File: config.mk
export PLATFORM = sky130hd
export DESIGN_NAME = ucwh_handler
export DESIGN_NICKNAME = d
export VERILOG_FILES = /design/src/ucwh_pkg.sv /design/src/ucwh_handler.sv
export SDC_FILE = /design/constraint.sdc
export NUM_CORES = 1
export LEC_CHECK = 0
export BUFFER_PORTS_ARGS = -buffer_cell sky130_fd_sc_hd__buf_2
export CAP_MARGIN = 25
export CORE_ASPECT_RATIO = 1.4
export CORE_MARGIN = 5
export CORE_UTILIZATION = 38
export CTS_CLUSTER_SIZE = 12
export DETAILED_ROUTE_END_ITERATION = 7
export PLACE_DENSITY = 0.6
export SETUP_SLACK_MARGIN = 0.02
export SYNTH_ARGS = -nofsm -noshare
export SYNTH_HDL_FRONTEND = slang
export SYNTH_SLANG_ARGS = --single-unit
File: constraint.sdc
create_clock -name clk_sys -period 5.53 [get_ports clk_sys]
set_input_delay 0.2765 -clock clk_sys [delete_from_list [all_inputs] [get_ports clk_sys]]
set_output_delay 0.2765 -clock clk_sys [all_outputs]
set_load 0.05 [all_outputs]
File: src/ucwh_pkg.sv
// Constants, types and register map for the uplink command word handler.
// Assumes a single 100 MHz clock domain and an AHB-Lite register slave.
package ucwh_pkg;
    localparam int unsigned CLK_MHZ         = 100;
    localparam logic [7:0]  ADDR_IRQ_SRC    = 8'h00;  // Interrupt source register, RO
    localparam logic [7:0]  ADDR_STATUS     = 8'h04;  // Handler status, RO
    localparam logic [7:0]  ADDR_DATA       = 8'h08;  // Last data payload and count, RO
    localparam logic [7:0]  ADDR_CTRL       = 8'h0C;  // Mode check control, RW
    localparam logic [7:0]  ADDR_TLM        = 8'h10;  // Last telemetry code, RO
    localparam logic [2:0]  ERR_LIMIT       = 3'h7;
    localparam int unsigned IRQ_CMD_BIT     = 8;
    localparam int unsigned NUM_IRQ         = 12;
    localparam logic [5:0]  MODE_TERMINATE  = 6'h10;
    localparam logic [7:0]  TLM_ERROR       = 8'hE0;
    localparam logic [7:0]  TLM_BADMODE     = 8'hE1;
    localparam logic [7:0]  TLM_ENTRY_BASE  = 8'h40;
    localparam logic [31:0] CTRL_RESET      = 32'h0000_0001;
    localparam logic [5:0]  CNT_SEQ_UPDATE  = 6'h00;
    localparam logic [5:0]  CNT_NAV_UPDATE  = 6'h23;
    localparam logic [5:0]  CNT_SWITCH_SEL  = 6'h02;
    localparam logic [5:0]  CNT_SECTOR_DUMP = 6'h02;
    localparam logic [5:0]  CNT_TELEM_ONE   = 6'h03;
    localparam logic [5:0]  CNT_TARGET_LOAD = 6'h2D;
    localparam logic [5:0]  CNT_ALT_TB      = 6'h00;

    typedef enum logic [2:0] {
        ST_IDLE, ST_CHECK, ST_MODE, ST_TLM2, ST_DATA_WAIT, ST_EXEC
    } ucwh_state_e;

    typedef struct packed {
        ucwh_state_e state;
        logic        pendCmd;
        logic [13:0] word;
        logic [2:0]  errCnt;
        logic [5:0]  mode;
        logic        modeActive;
        logic [5:0]  need;
        logic [5:0]  got;
        logic        expSeq;
        logic [5:0]  payload;
        logic        relPulse;
        logic        tlmValid;
        logic [7:0]  tlmCode;
        logic [7:0]  lastTlm;
        logic        sysBusy;
        logic [11:0] irqSrc;
        logic        hsel;
        logic [7:0]  haddrQ;
        logic        hwriteQ;
        logic [31:0] hrdata;
        logic [31:0] ctrl;
        logic [3:0]  activeIrq;
    } ucwh_regs_s;

    // Data words required by a mode; bit 6 set marks an unknown mode
    function automatic logic [6:0] ucwh_mode_need(input logic [5:0] m);
        unique case (m)
            6'h08:          ucwh_mode_need = {1'b0, CNT_SEQ_UPDATE};
            6'h09:          ucwh_mode_need = {1'b0, CNT_NAV_UPDATE};
            6'h0A:          ucwh_mode_need = {1'b0, CNT_SWITCH_SEL};
            6'h0B:          ucwh_mode_need = {1'b0, CNT_SECTOR_DUMP};
            6'h0C:          ucwh_mode_need = {1'b0, CNT_TELEM_ONE};
            6'h13, 6'h14:   ucwh_mode_need = {1'b0, CNT_ALT_TB};
            6'h19:          ucwh_mode_need = {1'b0, CNT_TARGET_LOAD};
            default:        ucwh_mode_need = 7'h40;
        endcase
    endfunction
endpackage
File: src/ucwh_handler.sv
// Uplink command word handler: interrupt source register, word checks,
// mode and data sequencing, decoder release and telemetry codes.
// Assumes inputs synchronous to clk_sys; one AHB-Lite master; word-only access.
// Behaviour
// - Upper seven bits must equal the complement of the lower seven.
// - Failed word: discard, report error, count it, no release pulse.
// - Error count reaching seven clears it and awaits a new mode word.
// - Error count below seven keeps waiting for the same word again.
// - A good word is classed as mode or data before use.
// - Mode word: check sequence bit, decode six bits, reject unknown, clear errors.
// - Entering a mode sends its status code twice on telemetry.
// - No-data mode releases the decoder only after all checks pass.
// - Data mode releases the decoder once ready for its data count.
// - Data word: check sequence, release, buffer six bits, track remaining.
// - During a routine, mode words other than terminate are ignored.
// - Seven consecutive failures on one data word abandon the routine.
// - Terminate aborts any routine, clears errors, returns idle.
// - Command arrival sets source bit 8; handling starts on that bit.
// - Twelve interrupt sources, found by scanning the source register.
// - After service, suspended main activity resumes where it stopped.
// - Bit 12 highest, bit 1 lowest priority.
// - Decoder lines A and B both set source bit 8.
// - Bit 8 of each data word toggles on successive data words.
// - True bits 14..9, complement bits 7..1.
`timescale 1ns/1ns
`default_nettype none
module ucwh_handler
    import ucwh_pkg::*;
(
    input  wire logic        clk_sys,      // System clock
    input  wire logic        rstn,         // Synchronous reset, active low
    input  wire logic        cmdIrqA,      // Decoder interrupt A pulse
    input  wire logic        cmdIrqB,      // Decoder interrupt B pulse
    input  wire logic [13:0] cmdWord,      // Command word, bit 1 at index 0
    input  wire logic [11:0] otherIrq,     // Other sources, index n-1 = bit n
    output logic             decoder_release_pulse, // One-cycle release
    output logic             tlmValid,     // Telemetry code strobe
    output logic [7:0]       tlmCode,      // Telemetry code
    output logic             mainBusy,     // Low while an interrupt is serviced
    output logic [3:0]       activeIrq,    // Highest pending source number
    input  wire logic        hsel,         // AHB select
    input  wire logic [31:0] haddr,        // AHB address
    input  wire logic [1:0]  htrans,       // AHB transfer type
    input  wire logic        hwrite,       // AHB write
    input  wire logic [2:0]  hsize,        // AHB size, word only
    input  wire logic [31:0] hwdata,       // AHB write data
    input  wire logic        hready,       // AHB ready in
    output logic             hreadyout,    // Always ready
    output logic [31:0]      hrdata,       // AHB read data
    output logic             hresp         // Always OKAY
);
    ucwh_regs_s r;
    ucwh_regs_s next_r;

    logic       wordOk;
    logic       isMode;
    logic [6:0] needLook;
    logic [5:0] trueBits;
    logic       seqBit;
    logic       busTake;
    logic       otherUp;

    // Word field split and checks
    always_comb begin
        trueBits = r.word[13:8];
        seqBit   = r.word[7];
        wordOk   = (r.word[13:7] == ~r.word[6:0]);
        // Mode words arrive when no routine expects data
        isMode   = !r.modeActive || (trueBits == MODE_TERMINATE);
        needLook = ucwh_mode_need(trueBits);
        // Word transfers only; other sizes are never taken
        busTake  = hsel && htrans[1] && hready && (hsize == 3'h2);
        // Any source but the command bit waiting for service
        otherUp  = |(r.irqSrc & 12'hF7F);
    end

    // Highest pending source, bit 12 first
    function automatic logic [3:0] prio(input logic [11:0] s);
        prio = 4'h0;
        for (int i = 0; i < NUM_IRQ; i++) begin
            if (s[i]) begin
                prio = 4'(i + 1);
            end
        end
    endfunction

    // Next-state logic for the whole handler
    always_comb begin
        next_r          = r;
        next_r.relPulse = 1'b0;
        next_r.tlmValid = 1'b0;
        // Sources latch; the command bit ORs both decoder lines
        next_r.irqSrc   = r.irqSrc | otherIrq;
        next_r.irqSrc[IRQ_CMD_BIT-1] = r.irqSrc[IRQ_CMD_BIT-1] | cmdIrqA | cmdIrqB;
        next_r.activeIrq = prio(r.irqSrc);
        if ((cmdIrqA || cmdIrqB) && !r.pendCmd) begin
            next_r.pendCmd = 1'b1;
            next_r.word    = cmdWord;
        end
        unique case (r.state)
            ST_IDLE: begin
                next_r.sysBusy = 1'b1;
                // Other sources are acknowledged as soon as they are seen
                if (r.irqSrc[IRQ_CMD_BIT-1] && r.pendCmd) begin
                    next_r.state   = ST_CHECK;
                    next_r.sysBusy = 1'b0;
                end

                // Servicing another source suspends main activity for a cycle
                if (otherUp) begin
                    next_r.sysBusy = 1'b0;
                end
                next_r.irqSrc = (next_r.irqSrc & 12'h080) | (otherIrq & 12'hF7F);
            end
            ST_CHECK: begin
                next_r.irqSrc[IRQ_CMD_BIT-1] = cmdIrqA | cmdIrqB;   // Clear, set wins
                // A word arriving while this one is read becomes the next one
                next_r.pendCmd = cmdIrqA | cmdIrqB;
                if (cmdIrqA || cmdIrqB) begin
                    next_r.word = cmdWord;
                end

                next_r.state   = ST_IDLE;
                if (!wordOk) begin
                    next_r.tlmValid = 1'b1;
                    next_r.tlmCode  = TLM_ERROR;
                    if (r.errCnt + 3'h1 == ERR_LIMIT) begin
                        next_r.errCnt     = 3'h0;
                        next_r.modeActive = 1'b0;
                    end else begin
                        next_r.errCnt = r.errCnt + 3'h1;
                    end
                end else if (isMode) begin
                    // Terminate is honoured whether a routine runs or not
                    if (trueBits == MODE_TERMINATE) begin
                        next_r.modeActive = 1'b0;
                        next_r.errCnt     = 3'h0;
                        next_r.relPulse   = 1'b1;
                    end else if (needLook[6] || (r.ctrl[0] && seqBit)) begin
                        next_r.tlmValid = 1'b1;
                        next_r.tlmCode  = TLM_BADMODE;
                    end else begin
                        next_r.errCnt = 3'h0;
                        next_r.mode   = trueBits;
                        next_r.need   = needLook[5:0];
                        next_r.got    = 6'h00;
                        next_r.expSeq = 1'b1;
                        next_r.state  = ST_MODE;
                        next_r.sysBusy = 1'b0;
                    end
                end else if (seqBit != r.expSeq) begin
                    next_r.tlmValid = 1'b1;
                    next_r.tlmCode  = TLM_ERROR;
                    if (r.errCnt + 3'h1 == ERR_LIMIT) begin
                        next_r.errCnt     = 3'h0;
                        next_r.modeActive = 1'b0;
                    end else begin
                        next_r.errCnt = r.errCnt + 3'h1;
                    end
                end else begin
                    next_r.relPulse = 1'b1;
                    next_r.payload = trueBits;
                    next_r.expSeq  = ~r.expSeq;
                    next_r.got     = r.got + 6'h01;
                    next_r.errCnt  = 3'h0;
                    if (r.got + 6'h01 == r.need) begin
                        next_r.state   = ST_EXEC;
                        next_r.sysBusy = 1'b0;
                    end
                end
            end
            ST_MODE: begin
                next_r.tlmValid = 1'b1;
                next_r.tlmCode  = TLM_ENTRY_BASE | {2'h0, r.mode};
                next_r.state    = ST_TLM2;
                next_r.sysBusy  = 1'b0;
            end
            ST_TLM2: begin
                next_r.tlmValid = 1'b1;
                next_r.tlmCode  = TLM_ENTRY_BASE | {2'h0, r.mode};
                next_r.sysBusy  = 1'b0;
                if (r.need == 6'h00) begin
                    next_r.state = ST_EXEC;
                end else begin
                    next_r.modeActive = 1'b1;
                    next_r.relPulse   = 1'b1;
                    next_r.state      = ST_IDLE;
                end
            end
            ST_EXEC: begin
                // Routine runs one cycle; release after checks for no-data modes
                if (r.need == 6'h00) begin
                    next_r.relPulse = 1'b1;
                end
                next_r.modeActive = 1'b0;
                next_r.state      = ST_IDLE;
            end
            ST_DATA_WAIT: begin
                next_r.state = ST_IDLE;
            end
        endcase
        if (next_r.tlmValid) begin
            next_r.lastTlm = next_r.tlmCode;
        end
        // Bus address phase capture
        next_r.hsel    = busTake;
        next_r.haddrQ  = haddr[7:0];
        next_r.hwriteQ = hwrite;
        if (r.hsel && r.hwriteQ && r.haddrQ == ADDR_CTRL) begin
            next_r.ctrl = hwdata;
        end
        next_r.hrdata = 32'h0000_0000;
        if (busTake && !hwrite) begin
            unique case (haddr[7:0])
                ADDR_IRQ_SRC: next_r.hrdata = {20'h0_0000, r.irqSrc};
                ADDR_STATUS:  next_r.hrdata = {16'h0000, r.mode, r.errCnt,
                                               r.modeActive, r.expSeq, 5'h00};
                ADDR_DATA:    next_r.hrdata = {20'h0_0000, r.got, r.payload};
                ADDR_CTRL:    next_r.hrdata = r.ctrl;
                ADDR_TLM:     next_r.hrdata = {24'h00_0000, r.lastTlm};
                default:      next_r.hrdata = 32'h0000_0000;
            endcase
        end
        if (!rstn) begin
            next_r       = '0;
            next_r.state = ST_IDLE;
            next_r.ctrl  = CTRL_RESET;
            next_r.sysBusy = 1'b1;
        end
    end

    // State register
    always_ff @(posedge clk_sys) begin
        r <= next_r;
    end

    assign decoder_release_pulse = r.relPulse;
    assign tlmValid  = r.tlmValid;
    assign tlmCode   = r.tlmCode;
    assign mainBusy  = r.sysBusy;
    assign activeIrq = r.activeIrq;
    assign hreadyout = 1'b1;
    assign hrdata    = r.hrdata;
    assign hresp     = 1'b0;
endmodule
`default_nettype wire

# ---- After elaboration in Yosys (flattened, before gate mapping)
# Memory sizes are Yosys's and may differ from the RTL's. A register that Yosys moved wholly into a read port is not among the register bits.
# Index checks and enable logic that the tools add are counted.
dict set report word_totals {
  inputBits 102
  elab_cells 169
  mem_count 1
  regBits 156
  rom_bits 192
  out_inout_bits 49
}
# name depth word_bits rd rd_clocked_by_memory_dff write_ports line
set memory_table {}
lappend memory_table {{(no name shown)} 32 6 1 1 0 ucwh_pkg.sv:57} ;# unique case (m)
dict set report classes {
  mux 70
  eq_ne 29
  n_bitwise 12
  n_addsub 2
  n_reduce_logical 32
}
# operator count
set op_table {}
lappend op_table {{case mux 32 bit (5 select lines)} 1}
lappend op_table {{2-to-1 mux 9 bit} 5}
lappend op_table {{2-to-1 mux 3 bit} 12}
lappend op_table {{2-to-1 mux 4 bit} 9}
lappend op_table {{2-to-1 mux 7 bit} 5}
lappend op_table {{2-to-1 mux 14 bit} 2}
lappend op_table {{equality test 8 x 4 -> 1 bit, second input constant} 3}
lappend op_table {{2-to-1 mux 24 bit} 1}
lappend op_table {{2-to-1 mux 1 bit} 19}
lappend op_table {{2-to-1 mux 6 bit} 3}
lappend op_table {{case mux 9 bit (2 select lines)} 1}
lappend op_table {{2-to-1 mux 15 bit} 1}
lappend op_table {{case mux 3 bit (5 select lines)} 1}
lappend op_table {{!= test 2 bit, second input constant} 6}
lappend op_table {{!= test 3 bit, second input constant} 4}
lappend op_table {{!= test 4 bit, second input constant} 3}
lappend op_table {{bitwise OR 12 bit} 1}
lappend op_table {{bitwise OR 8 x 12 -> 12 bit} 1}
lappend op_table {{OR reduction 11 bit} 1}
lappend op_table {{2-to-1 mux 10 bit} 1}
lappend op_table {{AND reduction 5 bit} 2}
lappend op_table {{equality test 3 x 2 -> 1 bit, second input constant} 3}
lappend op_table {{equality test 3 bit, second input constant} 3}
lappend op_table {{logical AND 1 bit} 9}
lappend op_table {{other kinds (27)} 48}

# ---- Depth between registers and ports, before layout
# Gate-level depths: netlist of run 1.
dict set report logic_depth {
  depth_word 12
  ltp_mapped 9
}

# ---- Worst setup path after synthesis of run 1
# No wires, ideal clock.
dict set report synth_path {
  path_type {reg2reg}
  from {register r[148] (netlist bit)}
  to {register r[154] (netlist bit)}
  t_arrival_ns 2.091
  synth_period_minus_slack_ns 2.207
  stages_incl_launch_ff 10
  required_time_ns 5.414
  path_slack_ns 3.323
  path_buffers 3
  setup_time_ns 0.116
  cell_sequence {dfxtp_1 > buf_2 > or4b_1 > or3_1 > nand3b_1 > or3_1 > buf_2 > buf_2 > o21ai_0 > and3b_1}
}
dict set report synth_via {
  elab_chain_cells 5
  elab_cells_between_ends 7
}
# item line
set synth_rtl {}
lappend synth_rtl {{from (decl)} ucwh_handler.sv:52} ;# ucwh_regs_s r;
lappend synth_rtl {{from (signal assigned)} ucwh_handler.sv:234} ;# r <= next_r;
lappend synth_rtl {{equality test 6 x 5 -> 1 bit} {ucwh_handler.sv:69, ucwh_handler.sv:135}}
lappend synth_rtl {{2-to-1 mux 2 bit or logical OR 1 bit (tied branches)} {ucwh_handler.sv:135, ucwh_handler.sv:69}}
lappend synth_rtl {{2-to-1 mux 3 bit} ucwh_handler.sv:133} ;# end else if (isMode) begin
lappend synth_rtl {{2-to-1 mux 3 bit (*)} ucwh_handler.sv:124} ;# if (!wordOk) begin
lappend synth_rtl {{case mux 3 bit (5 select lines) (*)} ucwh_handler.sv:100} ;# unique case (r.state)
# Mark *: on every way between the ends. The rest lies on a longest branch, timed or not.
# A chain may end at the register's enable or synchronous reset.

# ---- Final worst setup path of run 1
dict set report layout_path {
  from {register r[147] (netlist bit)}
  to {register r[127] (netlist bit)}
}
dict set report layout_via {
  elab_chain_cells 3
  elab_cells_between_ends 5
}
# item line
set layout_rtl {}
lappend layout_rtl {{equality test 6 x 5 -> 1 bit} {ucwh_handler.sv:69, ucwh_handler.sv:135}}
lappend layout_rtl {{logical OR 1 bit or inverter 1 bit (tied branches)} --}
lappend layout_rtl {{AND reduction 5 bit (no line) (*)} --}
# Marks and branches as above.

==> flow_metrics.tcl, run 1 <==
set metrics [dict create \
    post-place-ws_ns 2.82 \
    clockBufferDepth 2 \
    io_buffers 122 \
    hold_viol_final 0 \
    leakage_nw 3.41 \
    routabilityCongestion 0.803 \
    synth_xor_area_share_pct 1.76 \
    ios 151 \
    critPathArrivalTime_ns 3.04 \
    worstSetupPathType "reg -> reg" \
    synth_area_per_cell_sq_um 8.94 \
    cts_resized 0 \
    n_antenna_cell 0 \
    fp.dieW_um 125 \
    synthTopCellsByArea "dfxtp_1 (46%), nand2_1 (6.6%), a21boi_0 (5.9%), buf_4 (5.1%), mux2i_1 (3.9%)" \
    cp_max_fo 15 \
    p_per_area_nw_per_um2 318 \
    max_clock_freq_ghz 0.372 \
    finClkSkew_ns 0.00869 \
    synthMuxAreaShare_pct 5.16 \
    final_common_cell "dfxtp_1" \
    synth_seq_cells 159 \
    antenna_found_initial 0 \
    globalRouteTotalUtil_pct 15.8 \
    ys_seq_area_share_pct 45.6 \
    ys_async_sr_fraction_pct 0 \
    syn_inst 781 \
    drv_slew 0 \
    wl_per_cell_um 15.6 \
    ys_types 64 \
    seq_power_share_pct 47.4 \
    setup_slack_ns 2.84 \
    netlist_area_sq_um 6980 \
    clk_pin_slew_worst_paths_ns 0.06 \
    die_area_sq_um 21200 \
    start_kind "flop" \
    die_y_um 170 \
    min_path_type "in -> reg" \
    drt_first_pass_iters 4 \
    internal-power_mw 1.90 \
    drtIter0Drc 269 \
    area_growth_pct 14.0 \
    slew_headroom_pct 42.7 \
    synth_compound_area_share_pct 16.0 \
    clock-root-buffer "clkbuf_16" \
    synth_enable_flop_cells 0 \
    n_fill_cell 1890 \
    power_switching_uw 638 \
    dpl.hpwl_um 12300 \
    fin_setup_tns_ns 0 \
    numCtsBuffers 17 \
    yosysTopAreaCell "dfxtp_1" \
    ys.flop_type "dfxtp_1" \
    status "finished, final reports clean" \
    rows 58 \
    cts_htree_levels 4 \
    layout.nets 935 \
    post-route-period-util_pct 48.7 \
    drive_gt1_share_pct 20.5 \
    ir_drop_mv 0.158 \
    period_needed_ns 2.69 \
    syn_nets 887 \
    grt_overflow 0 \
    drt_drc_violations_left 0 \
    clock_sinks 159 \
    fp.coreArea_sq_um 18000 \
    most-common-layout-cells "dfxtp_1 (159), nand2_1 (122), buf_2 (121)" \
    initial_core_util_pct 38.8 \
    grt_pass1_wl_um 27000 \
    cts_tree "done" \
    setup_viol_count_final 0 \
    grt_start_max_net_pins 85 \
    crit_path_end_kind "flop" \
    rsz0062_at_grt "no" \
    ant_nets 0 \
    vias 5371 \
    clock_latency_ns 0.42 \
    synth.top_cell.area_share_pct 45.6 \
    synth_top_family_by_area "simple AND/OR/NAND/NOR gates" \
    routed_wl_um 16900 \
    clkPwrFrac_pct 45.5 \
    grt_pass1_vias 5209 \
    yosys_warnings 0 \
    cap_violations 0 \
    synth_fa_ha_area_share_pct 0.717 \
    switching_share_pct 25.2 \
    pwr-share-comb_pct 7.1 \
    synthSimpleGateAreaFrac_pct 22.1 \
    viasPerCell 4.96 \
    cts_hold_buffers 0 \
    worst_pin_slew_ns 0.852 \
    critPathRequiredTime_ns 5.88 \
    postCtsSetupBuffers 0 \
]
[critical path: stages, from the launching register on]
cell and delay, ns:
dfxtp_1 0.58, xnor2_1 0.18, nor4_4 0.36, nand2_1 0.22, or3_1 0.68, or3b_1 0.46, a21boi_1 0.14
[flip-flops by register name, summed over array words and instances, names as in the netlist, named ones only]
signal	cells
decoder_release_pulse	1
activeIrq	4
tlmValid	1
mainBusy	1
r	107
tlmCode	8
hrdata	32
[Yosys cell counts, types with 8 or more instances]
| cell type | instances |
|---|---|
| nand2_1 | 122 |
| clkbuf_1 | 40 |
| buf_4 | 47 |
| nand3_1 | 10 |
| nor2_1 | 38 |
| a21oi_1 | 26 |
| nor2b_1 | 30 |
| mux2i_1 | 27 |
| inv_1 | 11 |
| a21boi_0 | 55 |
| o21ai_0 | 20 |
| xnor2_1 | 10 |
| nor3_1 | 13 |
| and3_1 | 28 |
| buf_2 | 10 |
| a41o_1 | 8 |
| dfxtp_1 | 159 |
| and2_1 | 14 |
[final cells by class]
class	instances	area, sq um	area share, %
Multi-Input combinational cell	513	3200	40.2
Sequential cell	159	3180	40.0
Timing Repair Buffer	127	651	8.17
Clock buffer	18	439	5.52
Tap cell	240	300	3.77
Clock inverter	14	145	1.82
Inverter	11	41.3	0.519
[cell families after synthesis]
| kind of cell | after synthesis |
|---|---|
| AO/OA/AOI/OAI | 157 |
| XOR/XNOR | 14 |
| adder cells (fa/ha/maj) | 4 |
| buffers and inverters | 109 |
| flip-flops | 159 |
| multiplexers | 33 |
| other | 2 |
| AND/OR/NAND/NOR | 303 |
[power groups by stage]
stage	Clock (mW)	Combinational [mW]	Sequential (mW)
floorplan	0	0.135	1.21
global placement	0	0.180	1.23
detailed placement	0	0.181	1.23
CTS	1.18	0.181	1.20
global route	1.23	0.198	1.21
finish	1.15	0.179	1.20
[layer usage]
metal,wire [um],track usage [%],up-vias
li1,-,-,2747
met1,7070,18.0,2471
met2,8540,28.4,131
met3,843,4.14,22
met4,416,6.20,0
met5,0,0,-
[path summary, 6_finish.rpt]
check                                start          to  slack [ns]  cells after the start
worst max register to register      r[147]      r[127]        2.84                      6
worst max-delay path                r[147]      r[127]        2.84                      6
worst min-delay path              haddr[6]       r[75]        0.07                      2
worst min register to register  tlmCode[6]  tlmCode[6]        0.46                      1
[metrics by stage]
step / util [%] / power, mW / hold slack [ns] / cells / cell area [sq um]
after floorplan: - / 1.35 / 0.401 / 781 / 6980
after global placement: 41.0 / 1.41 / 0.435 / 1050 / 7380
after detailed placement: 41.0 / 1.41 / 0.445 / 1050 / 7380
after CTS: 44.2 / 2.56 / 0.0521 / 1082 / 7960
after global routing: 44.2 / 2.63 / 0.0716 / 1082 / 7960
final: 44.2 / 2.53 / 0.0678 / 1082 / 7960
No activity file was read; power rests on OpenSTA's default activity.
==> run 2, diff against run 1 <==
- clock period: 5.53 -> 2.7 ns (I/O delays scaled with it)
==> flow_metrics.tcl, run 2 (synthesis results as in run 1) <==
set metrics [dict create \
    n_antenna_cell 0 \
    regToRegSetupSlack_ns 0.35 \
    path_common_cell "or3_1" \
    critPathArrivalTime_ns 2.67 \
    min_path_type "in -> reg" \
    cp_cell_sequence "xnor2_1 > nor4_4 > nand2_1 > buf_4 > or3_1 > or3_1 > o211a_1" \
    clock_sinks 159 \
    clk_pin_slew_worst_paths_ns 0.06 \
    hold_viol_final 0 \
    routabilityCongestion 0.855 \
    max_clock_freq_ghz 0.426 \
    cts_tree "done" \
    clock-root-buffer "clkbuf_16" \
    globalRouteTotalUtil_pct 17.0 \
    ant_nets 0 \
    cpPeakStageDelay_ns 0.46 \
    vias 5708 \
    drt_drc_violations_left 0 \
    critPathRequiredTime_ns 3.02 \
    largest-register "r" \
    cts_htree_levels 4 \
    drive_gt1_share_pct 20.8 \
    ios 151 \
    p_per_area_nw_per_um2 610 \
    clock_latency_ns 0.43 \
    met2_length_um 9300 \
    fp.dieW_um 125 \
    dpl-instance-area_sq_um 7560 \
    crit_path_end "r[115]" \
    grt_pass1_vias 5679 \
    initial_core_util_pct 38.8 \
    area_growth_pct 25.6 \
    viasPerCell 4.90 \
    dpl.hpwl_um 12700 \
    finClkSkew_ns 0.00929 \
    min_from "cmdIrqA" \
    cp_num_cells 7 \
    cp_max_fo 5 \
    grt_overflow 0 \
    grt_pass1_wl_um 28700 \
    met1_length_um 7100 \
    crit_path_end_kind "flop" \
    post-route-period-util_pct 86.9 \
    drv_slew 0 \
    slew_headroom_pct 48.5 \
    largest_reg_flops 107 \
    critPathBufInv 1 \
    routed_wl_um 17800 \
    io_buffers 122 \
    wl_per_cell_um 15.3 \
    rsz0062_at_grt "no" \
    fin_setup_tns_ns 0 \
    stdcell_area_sq_um 8770 \
    ir_drop_mv 0.369 \
    die_area_sq_um 21200 \
    antenna_found_initial 0 \
    rows 58 \
    postCtsSetupBuffers 0 \
    start_kind "flop" \
    reg2regPathDepth 7 \
    grt_start_max_net_pins 111 \
    layout.nets 1017 \
    timing.rr.end "r[115]" \
    hold-worst-slack_ns 0.00772 \
    fp.coreArea_sq_um 18000 \
    worstSetupPathType "reg -> reg" \
    regToRegStartpoint "r[145]" \
    most-common-layout-cells "dfxtp_1 (159), nand2_1 (122), buf_2 (121)" \
    worstSetupStartpoint "r[145]" \
    slowest_stage "or3_1" \
    period_needed_ns 2.35 \
    final_common_cell "dfxtp_1" \
    status "finished, final reports clean" \
    setup_viol_count_final 0 \
    top_layer_used "met4" \
    cp_top_family "simple AND/OR/NAND/NOR gates" \
    wl_met3_um 919 \
    drt_first_pass_iters 4 \
    die_y_um 170 \
    worst_pin_slew_ns 0.770 \
    post-route-util_pct 48.7 \
    numCtsBuffers 17 \
    cap_violations 0 \
    clockBufferDepth 2 \
    drtIter0Drc 346 \
    leakage_nw 3.77 \
]
==> run 2: worst min-delay path, delay by kind of cell <==
family                 cells  cell delay, ns
AOI/OAI and AO/OA          1            0.13
buffers and inverters      1            0.07
and+or+nand+nor            1            0.06
==> run 2: final cells by class <==
type / instances / area [sq um]
flip-flops and latches: 159 / 3180
clock inverters: 12 / 150
clock buffers: 20 / 447
multi-input cells: 513 / 3200
well taps: 240 / 300
repair buffers: 209 / 1440
inverters: 11 / 41.3
fillers: 1775 / 9230
==> run 2: routing by layer <==
layer	up-vias	track usage, %
li1	2907	-
met3	29	4.90
met4	0	6.29
met2	134	30.9
met1	2638	18.9
met5	-	0
==> run 2: worst min-delay path by stage <==
stage	to	cells past startpoint	slack, ns
after floorplan	r[4]	2	0.26
after global placement	r[75]	2	0.36
after detailed placement	r[75]	2	0.35
after CTS	r[152]	3	0.0002
after global routing	r[77]	3	0.05
final	r[152]	3	0.008
==> run 2: timing repair <==
item | in CTS | in global routing
resized for setup | 0 | 0
hold buffers | 61 | 0
hold endpoints to repair | 61 | 0
endpoints found under the setup margin | 0 | 0
==> run 2: report_power, final <==
group / internal, mW / switching, mW / total (mW)
Combinational: 0.230 / 0.248 / 0.478
Clock: 1.41 / 1.01 / 2.42
Sequential: 2.40 / 0.0441 / 2.44
Total: 4.04 / 1.31 / 5.35
==> run 2: stage by stage <==
step	std cells	power, mW	setup WS, ns
finish	1164	5.35	0.354
global route	1164	5.55	0.0971
CTS	1164	5.40	0.349
detailed placement	1071	2.91	0.364
global placement	1071	2.91	0.336
floorplan	781	2.76	0.493
==> run 3, diff against run 2 <==
- BUFFER_PORTS_ARGS: -buffer_cell sky130_fd_sc_hd__buf_2 -> -buffer_cell sky130_fd_sc_hd__buf_4
- CORE_UTILIZATION: 38 -> 45
- PLACE_DENSITY: 0.6 -> 0.69
==> flow_metrics.tcl, run 3 (synthesis results as in run 1) <==
set metrics [dict create \
    cap_violations 0 \
    crit_path_end_kind "flop" \
    largest_reg_flops 107 \
    initial_core_util_pct 45.3 \
    cts_hold_buffers 61 \
    clk_pin_slew_worst_paths_ns 0.06 \
    grt_pass1_vias 5593 \
    clock-root-buffer "clkbuf_16" \
    routabilityCongestion 0.911 \
    finClkSkew_ns 0.00899 \
    viasPerCell 5.15 \
    fin_setup_tns_ns 0 \
    min_path_type "in -> reg" \
    most-common-layout-cells "dfxtp_1 (159), buf_4 (144), nand2_1 (122)" \
    routed_wl_um 17800 \
    critPathArrivalTime_ns 2.78 \
    wl_per_cell_um 15.9 \
    clockBufferDepth 2 \
    globalRouteTotalUtil_pct 19.8 \
    ir_drop_mv 0.403 \
    worstSetupPathType "reg -> reg" \
    worst_pin_slew_ns 0.800 \
    grt_start_max_net_pins 72 \
    drt_drc_violations_left 0 \
    setup_viol_count_final 0 \
    max_clock_freq_ghz 0.404 \
    clkPwrFrac_pct 44.2 \
    ant_nets 0 \
    final_cell_count_no_fill 1117 \
    cp_cell_sequence "or4b_1 > or3_1 > nor3b_1 > o21ai_1 > a21boi_0 > a21boi_0" \
    antenna_found_initial 0 \
    leakage_nw 3.80 \
    area_growth_pct 28.3 \
    rows 54 \
    cts_tree "done" \
    drtIter0Drc 431 \
    switching_share_pct 25.2 \
    post-route-period-util_pct 91.7 \
    p_per_area_nw_per_um2 591 \
    cts_htree_levels 4 \
    cp_max_fo 7 \
    numCtsBuffers 17 \
    pwr-share-comb_pct 9.5 \
    start_kind "flop" \
    layout.nets 1014 \
    regToRegStartpoint "r[149]" \
    dp.cells 1024 \
    final_common_cell "dfxtp_1" \
    cpPeakStageDelay_ns 0.55 \
    dpl.hpwl_um 12400 \
    seq_power_share_pct 46.4 \
    postCtsSetupBuffers 0 \
    status "finished, final reports clean" \
    cts_resized 0 \
    period_needed_ns 2.48 \
    hold_viol_final 0 \
    clock_sinks 159 \
    internal-power_mw 3.96 \
    io_buffers 122 \
    ios 151 \
    total_power_mw 5.29 \
    die_area_sq_um 18100 \
    slew_headroom_pct 46.2 \
    critPathRequiredTime_ns 3.01 \
    clock_latency_ns 0.44 \
    fp.coreArea_sq_um 15400 \
    grt_pass1_wl_um 28200 \
    drv_slew 0 \
    n_antenna_cell 0 \
    drive_gt1_share_pct 20.6 \
    min_from "hwdata[23]" \
    path_common_cell "a21boi_0" \
    vias 5749 \
    drt_first_pass_iters 5 \
    power_switching_mw 1.33 \
    grt_overflow 0 \
    largest-register "r" \
    die_y_um 157 \
    worstSetupStartpoint "r[149]" \
    rsz0062_at_grt "no" \
    fp.dieW_um 115 \
    slowest_stage "or4b_1" \
]
==> run 3: cell types whose count changed in the layout (fill, tap and decap cells not counted), sizes merged <==
cell      delta
buf          -3
bufinv       -1
clkbuf       -2
clkinv       -2
clkinvlp     +1
inv          +4
==> run 3: worst paths after layout <==
kind | to | slack (ns) | cells after the start
max | r[96] | 0.22 | 6
min | r[27] | 0.006 | 3
max reg2reg | r[96] | 0.22 | 6
min reg2reg | r[33] | 0.46 | 2
==> run 3: power groups by stage <==
stage	registers, mW	logic [mW]	clock network [mW]
6_report	2.45	0.502	2.34
2_1_floorplan	2.49	0.277	0
5_1_grt	2.46	0.544	2.48
3_5_place_dp	2.51	0.427	0
3_3_place_gp	2.51	0.423	0
4_1_cts	2.45	0.500	2.37
==> run 3: critical path: cells and delay by family, from the launching register on <==
kind               cells  cell delay, ns
AOI/OAI and AO/OA      3            0.79
DFF                    1            0.41
and+or+nand+nor        3            1.15
==> run 3: per-stage QoR <==
step	utilization, %	cell area, sq um	hold WS, ns	setup WS [ns]
final	58.1	8960	0.00603	0.224
after floorplan	-	6980	0.259	0.493
after global placement	50.4	7770	0.357	0.321
after CTS	58.1	8960	0.00607	0.227
after detailed placement	50.4	7770	0.355	0.239
after global routing	58.1	8960	0.0127	0.110
==> run 3: routing by layer <==
| layer | global-route usage [%] | vias up | wire (um) | part of all wire [%] |
|---|---|---|---|---|
| met5 | 0 | - | 0 | 0 |
| met4 | 7.77 | 0 | 474 | 2.7 |
| met3 | 4.85 | 34 | 920 | 5.2 |
| met2 | 35.3 | 138 | 9140 | 51 |
| met1 | 22.5 | 2682 | 7270 | 41 |
| li1 | - | 2895 | - | - |
==> run 3: layout make-up <==
class	instances	area, sq um
fill	1331	6450
multi-input combinational	513	3200
sequential	159	3180
timing repair buffer	206	1710
clock buffer	18	429
tap	196	245
clock inverter	14	145
inverter	11	41.3
